`src/rtl/cas_pkg.sv`:
```
// Purpose: shared constants and types for the instruction subset datapath
// Assumes: mclk is the oscillator time base itself
// Notes: one instruction cycle is four mclk periods, phases q1..q4
package cas_pkg;
   localparam int DATA_W = 8;
   localparam int ADDR_W = 7;
   localparam int WDT_W_DEF = 8;
   localparam int PRESCALE_W_DEF = 7;

   // timing: oscillator period and periods per instruction cycle
   localparam int OSC_PERIOD_NS = 100;
   localparam int CYCLE_OSC_PERIODS = 4;
   localparam int INSTR_PERIOD_NS = CYCLE_OSC_PERIODS * OSC_PERIOD_NS;
   localparam int INSTR_PERIOD_TICKS = INSTR_PERIOD_NS / OSC_PERIOD_NS;

   // reset values and byte constants
   localparam logic [7:0] ACCUM_RST = 8'h00;
   localparam logic [7:0] ZERO_BYTE = 8'h00;
   localparam logic [7:0] ONE_BYTE = 8'h01;
   localparam logic TIMEOUT_RST = 1'b1;
   localparam logic POWER_DOWN_RST = 1'b1;
   localparam logic DEST_ACCUM = 1'b0;

   // bit positions
   localparam int MSB_POS = 7;
   localparam int NIBBLE_MSB = 3;

   typedef enum logic [2:0] {
      OP_INVERT_FILE,
      OP_ZERO_FILE,
      OP_MINUS_ONE_FILE,
      OP_ZERO_ACCUM,
      OP_ROTATE_UP,
      OP_ROTATE_DOWN,
      OP_LITERAL_MINUS_ACCUM,
      OP_SLEEP
   } cas_op_t;

   typedef enum logic [1:0] {PH_Q1, PH_Q2, PH_Q3, PH_Q4} cas_phase_t;

   function automatic logic is_zero(input logic [7:0] v);
      return v == ZERO_BYTE;
   endfunction
endpackage

```
`src/rtl/cas_core.sv`:
```
// Purpose: execution datapath for a small instruction subset of an 8-bit core
// Assumes: register file is outside; it answers file_addr_q with file_rdata by q3
// Notes: one instruction is issued at q1 and committed at the end of q4
// How it works
// - invert the addressed file byte, update zero, send to accumulator on 0 or file on 1.
// - clear the addressed file byte and always set the zero flag.
// - subtract one from the file byte, update zero, send per destination select.
// - clear the accumulator and set the zero flag.
// - rotate the file byte up through carry, old carry into bit 0, bit 7 to carry.
// - rotate the file byte down through carry, old carry into bit 7, bit 0 to carry.
// - accumulator gets literal minus accumulator, carry and half carry mean no borrow.
// - power-down clears the power-down flag and sets the time-out flag (both active low).
// - power-down zeroes watchdog counter and prescaler, then halts with clock stopped.
// - each instruction cycle spans four oscillator periods.
`timescale 1ns/10ps
module cas_core
   import cas_pkg::*;
#(
   parameter int WDT_W = WDT_W_DEF,
   parameter int PRESCALE_W = PRESCALE_W_DEF
) (
   input wire logic mclk,
   input wire logic reset,
   input wire logic clk_en,
   input wire logic op_valid,
   input wire cas_op_t op_code,
   input wire logic dest_sel,
   input wire logic [ADDR_W-1:0] file_addr,
   input wire logic [7:0] literal,
   input wire logic [7:0] file_rdata,
   input wire logic wake_pin,
   output logic [ADDR_W-1:0] file_addr_q,
   output logic [7:0] file_wdata_q,
   output logic file_we_q,
   output logic [7:0] accum_q,
   output logic carry_q,
   output logic half_byte_borrow_q,
   output logic zero_q,
   output logic timeout_status_q,
   output logic power_down_flag_q,
   output logic [WDT_W-1:0] watchdog_counter_q,
   output logic [PRESCALE_W-1:0] prescaler_q,
   output logic osc_stopped_q,
   output logic cycle_done_q,
   output cas_phase_t phase_q
);
   if (WDT_W < 1 || WDT_W > 32 || PRESCALE_W < 1 || PRESCALE_W > 32) begin : g_bad
      $error("cas_core: counter widths must lie in 1..32");
   end

   cas_op_t op_q;
   logic dest_q;
   logic [7:0] lit_q;
   logic [7:0] operand_q;
   logic ex_q;
   logic wake_s1_q;
   logic wake_s2_q;
   logic run;
   logic commit;
   logic [7:0] alu_res;
   logic alu_c;
   logic alu_dc;
   logic alu_wr_file;
   logic alu_wr_accum;
   logic alu_upd_c;
   logic alu_upd_dc;
   logic alu_upd_z;
   logic alu_sleep;

   // oscillator stopped means nothing but the wake synchroniser advances
   assign run = clk_en && !osc_stopped_q;
   assign commit = run && ex_q && (phase_q == PH_Q4);

   cas_alu u_alu (
      .op(op_q),
      .dest_file(dest_q),
      .operand(operand_q),
      .accum(accum_q),
      .literal(lit_q),
      .carry_in(carry_q),
      .result(alu_res),
      .carry_out(alu_c),
      .dc_out(alu_dc),
      .wr_file(alu_wr_file),
      .wr_accum(alu_wr_accum),
      .upd_c(alu_upd_c),
      .upd_dc(alu_upd_dc),
      .upd_z(alu_upd_z),
      .go_sleep(alu_sleep)
   );

   always_ff @(posedge mclk or posedge reset) begin
      if (reset) begin
         wake_s1_q <= 1'b0;
         wake_s2_q <= 1'b0;
      end else if (clk_en) begin
         wake_s1_q <= wake_pin;
         wake_s2_q <= wake_s1_q;
      end
   end

   // four oscillator periods per instruction
   always_ff @(posedge mclk or posedge reset) begin
      if (reset) begin
         phase_q <= PH_Q1;
      end else if (run) begin
         case (phase_q)
            PH_Q1: phase_q <= PH_Q2;
            PH_Q2: phase_q <= PH_Q3;
            PH_Q3: phase_q <= PH_Q4;
            PH_Q4: phase_q <= PH_Q1;
            default: phase_q <= PH_Q1;
         endcase
      end
   end

   // issue at q1, operand fetch at q3
   always_ff @(posedge mclk or posedge reset) begin
      if (reset) begin
         op_q <= OP_ZERO_ACCUM;
         dest_q <= DEST_ACCUM;
         lit_q <= ZERO_BYTE;
         file_addr_q <= '0;
         operand_q <= ZERO_BYTE;
         ex_q <= 1'b0;
      end else if (run) begin
         if (phase_q == PH_Q1) begin
            ex_q <= op_valid;
            if (op_valid) begin
               op_q <= op_code;
               dest_q <= dest_sel;
               lit_q <= literal;
               file_addr_q <= file_addr;
            end
         end
         if (phase_q == PH_Q3) begin
            operand_q <= file_rdata;
         end
         if (commit) begin
            ex_q <= 1'b0;
         end
      end
   end

   always_ff @(posedge mclk or posedge reset) begin
      if (reset) begin
         file_we_q <= 1'b0;
         file_wdata_q <= ZERO_BYTE;
         cycle_done_q <= 1'b0;
      end else if (clk_en) begin
         file_we_q <= commit && alu_wr_file;
         cycle_done_q <= commit;
         if (commit && alu_wr_file) begin
            file_wdata_q <= alu_res;
         end
      end
   end

   always_ff @(posedge mclk or posedge reset) begin
      if (reset) begin
         accum_q <= ACCUM_RST;
         carry_q <= 1'b0;
         half_byte_borrow_q <= 1'b0;
         zero_q <= 1'b0;
      end else if (commit) begin
         if (alu_wr_accum) begin
            accum_q <= alu_res;
         end
         if (alu_upd_c) begin
            carry_q <= alu_c;
         end
         if (alu_upd_dc) begin
            half_byte_borrow_q <= alu_dc;
         end
         if (alu_upd_z) begin
            zero_q <= is_zero(alu_res);
         end
      end
   end

   // watchdog: prescaler counts instruction cycles; halted while asleep
   always_ff @(posedge mclk or posedge reset) begin
      if (reset) begin
         watchdog_counter_q <= '0;
         prescaler_q <= '0;
      end else if (commit && alu_sleep) begin
         watchdog_counter_q <= '0;
         prescaler_q <= '0;
      end else if (run && phase_q == PH_Q4) begin
         prescaler_q <= prescaler_q + 1'b1;
         if (&prescaler_q) begin
            watchdog_counter_q <= watchdog_counter_q + 1'b1;
         end
      end
   end

   // status bits are active low: power-down clears pd, sets to
   always_ff @(posedge mclk or posedge reset) begin
      if (reset) begin
         timeout_status_q <= TIMEOUT_RST;
         power_down_flag_q <= POWER_DOWN_RST;
      end else if (commit && alu_sleep) begin
         power_down_flag_q <= 1'b0;
         timeout_status_q <= 1'b1;
      end
   end

   // wake only from a synchronised level; sleep wins if both land together
   always_ff @(posedge mclk or posedge reset) begin
      if (reset) begin
         osc_stopped_q <= 1'b0;
      end else if (clk_en) begin
         if (commit && alu_sleep) begin
            osc_stopped_q <= 1'b1;
         end else if (osc_stopped_q && wake_s2_q) begin
            osc_stopped_q <= 1'b0;
         end
      end
   end
endmodule

```
`src/rtl/cas_alu.sv`:
```
// Purpose: combinational result and flag logic for the instruction subset
// Assumes: operands are stable while the core commits
// Notes: upd_* tell the core which flags the operation touches
`timescale 1ns/10ps
module cas_alu
   import cas_pkg::*;
(
   input wire cas_op_t op,
   input wire logic dest_file,
   input wire logic [7:0] operand,
   input wire logic [7:0] accum,
   input wire logic [7:0] literal,
   input wire logic carry_in,
   output logic [7:0] result,
   output logic carry_out,
   output logic dc_out,
   output logic wr_file,
   output logic wr_accum,
   output logic upd_c,
   output logic upd_dc,
   output logic upd_z,
   output logic go_sleep
);
   logic sel_file;
   assign sel_file = (dest_file != DEST_ACCUM);

   always_comb begin
      result = ZERO_BYTE;
      carry_out = carry_in;
      dc_out = 1'b0;
      wr_file = 1'b0;
      wr_accum = 1'b0;
      upd_c = 1'b0;
      upd_dc = 1'b0;
      upd_z = 1'b0;
      go_sleep = 1'b0;
      case (op)
         OP_INVERT_FILE: begin
            result = ~operand;
            wr_file = sel_file;
            wr_accum = !sel_file;
            upd_z = 1'b1;
         end
         OP_ZERO_FILE: begin
            result = ZERO_BYTE;
            wr_file = 1'b1;
            upd_z = 1'b1;
         end
         OP_MINUS_ONE_FILE: begin
            result = operand - ONE_BYTE;
            wr_file = sel_file;
            wr_accum = !sel_file;
            upd_z = 1'b1;
         end
         OP_ZERO_ACCUM: begin
            result = ZERO_BYTE;
            wr_accum = 1'b1;
            upd_z = 1'b1;
         end
         OP_ROTATE_UP: begin
            result = {operand[MSB_POS-1:0], carry_in};
            carry_out = operand[MSB_POS];
            wr_file = sel_file;
            wr_accum = !sel_file;
            upd_c = 1'b1;
         end
         OP_ROTATE_DOWN: begin
            result = {carry_in, operand[MSB_POS:1]};
            carry_out = operand[0];
            wr_file = sel_file;
            wr_accum = !sel_file;
            upd_c = 1'b1;
         end
         OP_LITERAL_MINUS_ACCUM: begin
            result = literal - accum;
            carry_out = (accum <= literal);
            dc_out = (accum[NIBBLE_MSB:0] <= literal[NIBBLE_MSB:0]);
            wr_accum = 1'b1;
            upd_c = 1'b1;
            upd_dc = 1'b1;
            upd_z = 1'b1;
         end
         OP_SLEEP: begin
            go_sleep = 1'b1;
         end
         default: begin
            result = ZERO_BYTE;
         end
      endcase
   end
endmodule

```
`config.mk`:
```
export PLATFORM = sky130hd
export DESIGN_NAME = cas_core
export DESIGN_NICKNAME = d
export VERILOG_FILES = /design/src/rtl/cas_pkg.sv /design/src/rtl/cas_core.sv /design/src/rtl/cas_alu.sv
export SDC_FILE = /design/constraint.sdc
export NUM_CORES = 1
export LEC_CHECK = 0
export BUFFER_PORTS_ARGS = -buffer_cell sky130_fd_sc_hd__buf_2
export CELL_PAD_IN_SITES_DETAIL_PLACEMENT = 1
export CELL_PAD_IN_SITES_GLOBAL_PLACEMENT = 1
export CORE_MARGIN = 2
export CORE_UTILIZATION = 39
export DETAILED_ROUTE_END_ITERATION = 10
export PLACE_DENSITY_LB_ADDON = 0.2
export SYNTH_ARGS = -nofsm -noshare
export SYNTH_HDL_FRONTEND = slang
export SYNTH_HIERARCHICAL = 1
export SYNTH_SLANG_ARGS = --single-unit
export TNS_END_PERCENT = 5
```
`constraint.sdc`:
```
create_clock -name mclk -period 2 [get_ports mclk]
set_input_delay 0.2 -clock mclk [delete_from_list [all_inputs] [get_ports mclk]]
set_output_delay 0.2 -clock mclk [all_outputs]
set_load 0.03 [all_outputs]
```
==> results.toml <==
[yosys]
syn_avg_cell_area_sq_um = 10.7
seq_area_frac_synth_pct = 43.5
synth_seq_cells = 70
synth_warnings = 6
ys_types = 59
syn_area_sq_mm = 0.00404
synth_nets = 431
synthCells = 379

[floorplanning]
die_x_microns = 106
die_y_microns = 106
start_util_pct = 39.7
rows = 37
io_pins = 80
die-area_sq_mm = 0.0112
core_sq_mm = 0.0102

[critical_path]
required_ps = 2270
slowest_delay_ps = 430
r2r_setup_slack_ps = -290
crit_arrival_ps = 2560
path_class = "register to register"
end_kind = "register"
cp_max_fo = 2
reg2reg_depth = 10
slowest_stage = "dfrtp_2"
worstSetupStartpointType = "register"
cp_num_buf_inv = 0
path_cells = "ha_4 > fa_2 > and2b_1 > nor3_1 > o31ai_1 > xnor2_1 > o21ai_1 > nor4_1 > nand2_1 > o21ai_1"
cp_top_family = "simple AND/OR/NAND/NOR gates"
critPathMostFrequentCell = "o21ai_1"
cp_num_cells = 10

[placed_design]
numPortBuffers = 78
dp_hpwl_mm = 8.07
post-place-ws_ps = -291
place_area_sq_mm = 0.00491
dp.cells = 627
place_congestion = 0.861

[grt]
grt_pass1_wl_mm = 17.7
grt_usage_pct = 20.0
grt_start_max_net_pins = 38
grt_pass1_vias = 3495
gr-total-overflow = 0
antenna_found_initial = 0

[cells_and_area]
layout_common_cells = "buf_2, dfrtp_1, buf_4"
final_util_pct = 50.8
diodes = 0
design_area_sq_mm = 0.00518
drive_above_1_share_pct = 40.6
final_common_cell = "buf_2"
nets = 555
area_delta_synth_final_pct = 28.2
instances_no_fill = 644

[worst_hold_path]
hold_depth = 2
hold_path_class = "input port to register"

[job]
maxCapViolCount = 0

[routing]
vias = 3244
ant_nets = 0
drt_iter0_markers = 104
wirelength_mm = 10.6
post-route-drc-count = 0
firstDrtPassIters = 4
avgRoutedWirePerCell_microns = 16.5
routed_via_density = 5.04

[sta]
rsz0062_at_grt = "true"
period_share_pct = 115
fmax_mhz = 436
setup_viol = 12
maxSlewViolCount = 0
hold_viol_final = 0
hold_ws_ps = 75.0
fin_tns_setup_ps = -2160
clock_skew_ps = 15.7
fin_ws_ps = -293
period_minus_slack_ps = 2290

[power]
p_per_area_mw_per_mm2 = 1830
p_leak_nw = 2.55
power.total_mw = 9.48
peakVddDrop_mv = 0.764

[cts]
htreeDepth = 3
clk_latency_ps = 350
tritoncts = "yes"
cts_sinks = 70
clock-root-buffer = "clkbuf_8"
clk_pin_slew_ps = 80
cts_buffers = 9
ctsLongestPathBuffers = 2

[status]
status = "complete, but fails checks"
violations = "setup timing"
==> path summary, 6_finish.rpt <==
| kind | from | endpoint |
|---|---|---|
| min | wake_pin | wake_s1_q |
| min reg2reg | file_wdata_q[7] | file_wdata_q[7] |
| max in group asynchronous | reset | op_q[0] |
| min in group asynchronous | reset | wake_s1_q |
| max | accum_q[0] | zero_q |
| max reg2reg | accum_q[0] | zero_q |
==> metal layers <==
| metal | wire (microns) | vias up | track usage [%] | part of all wire (%) |
|---|---|---|---|---|
| met3 | 393 | 9 | 4.45 | 3.7 |
| li1 | - | 1570 | - | - |
| met4 | 126 | 0 | 5.55 | 1.2 |
| met1 | 5120 | 1606 | 27.1 | 48 |
| met5 | 0 | - | 0 | 0 |
| met2 | 4960 | 59 | 32.4 | 47 |
==> cells in the mapped netlist, drive strengths merged <==
| master | n | share of area, % |
|---|---|---|
| nor4 | 7 | 1.8 |
| o41a | 1 | 0.28 |
| xnor2 | 11 | 2.4 |
| buf | 13 | 2.4 |
| or4 | 1 | 0.28 |
| and3b | 1 | 0.22 |
| nor2b | 3 | 0.46 |
| nand2 | 38 | 3.7 |
| o31ai | 2 | 0.37 |
| clkbuf | 3 | 0.28 |
| and3 | 1 | 0.15 |
| nand3 | 4 | 1.1 |
| inv | 26 | 2.4 |
| o21a | 2 | 0.37 |
| o31a | 1 | 0.22 |
| a31oi | 1 | 0.15 |
| nor3 | 7 | 0.99 |
| dfrtp | 67 | 42 |
| a31o | 1 | 0.22 |
| a211oi | 2 | 0.37 |
| fa | 1 | 0.50 |
| a2bb2oi | 5 | 1.1 |
| mux2i | 5 | 1.2 |
| nand4b | 3 | 0.65 |
| o22ai | 5 | 0.77 |
| o21ai | 20 | 2.5 |
| or2 | 2 | 0.31 |
| nand3b | 2 | 0.37 |
| mux2 | 48 | 14 |
| o211ai | 2 | 0.50 |
| o22a | 1 | 0.22 |
| and2b | 1 | 0.19 |
| o221ai | 2 | 0.43 |
| a222oi | 1 | 0.25 |
| and4b | 1 | 0.25 |
| nand4 | 6 | 1.3 |
| conb | 1 | 0.093 |
| nor2 | 26 | 2.5 |
| nand2b | 5 | 0.90 |
| ha | 19 | 5.9 |
| o2bb2ai | 1 | 0.22 |
| a21oi | 18 | 2.2 |
| dfstp | 3 | 2.0 |
| and2 | 3 | 0.46 |
| xor2 | 6 | 1.3 |
==> sequential cells by signal (all words and copies together), names as in the netlist, 2 cells and up <==
register            count
prescaler_q             7
file_addr_q             7
op_q                    3
operand_q               8
watchdog_counter_q      8
file_wdata_q            8
lit_q                   8
accum_q                 8
phase_q                 2
==> layout make-up <==
class	instances	area (sq um)
clock buffer	11	141
tap	136	170
inverter	26	97.6
sequential	70	1760
clock inverter	5	81.3
timing repair buffer	129	801
multi-input combinational	267	2130
fill	1163	5010
==> power breakdown <==
part           switching, mW  total [mW]  internal, mW
registers              0.529        2.53          2.00
clock network          0.560        1.30         0.740
logic                   3.07        5.65          2.58
==> cells by family after synthesis <==
family                     count (synthesis)  share of synthesized area, %
other                                      1                        0.0928
DFF                                       70                          43.5
xor gates and xnor gates                  17                          3.69
muxes                                     53                          15.6
buffers and inverters                     42                          5.05
and+or+nand+nor                          111                          15.6
AOI/OAI and AO/OA                         65                          10.2
adders and majority gates                 20                          6.38
==> what timing repair did <==
| item | CTS | global route |
|---|---|---|
| gates cloned | 0 | 0 |
| resized for setup | 4 | 3 |
| hold endpoints to repair | 16 | 0 |
| buffers inserted | 0 | 0 |
| hold buffers | 1 | 0 |
| pin swaps | 0 | 2 |
| setup endpoints to repair | 13 | 14 |
Note: power is estimated with default switching activity, not from simulation.
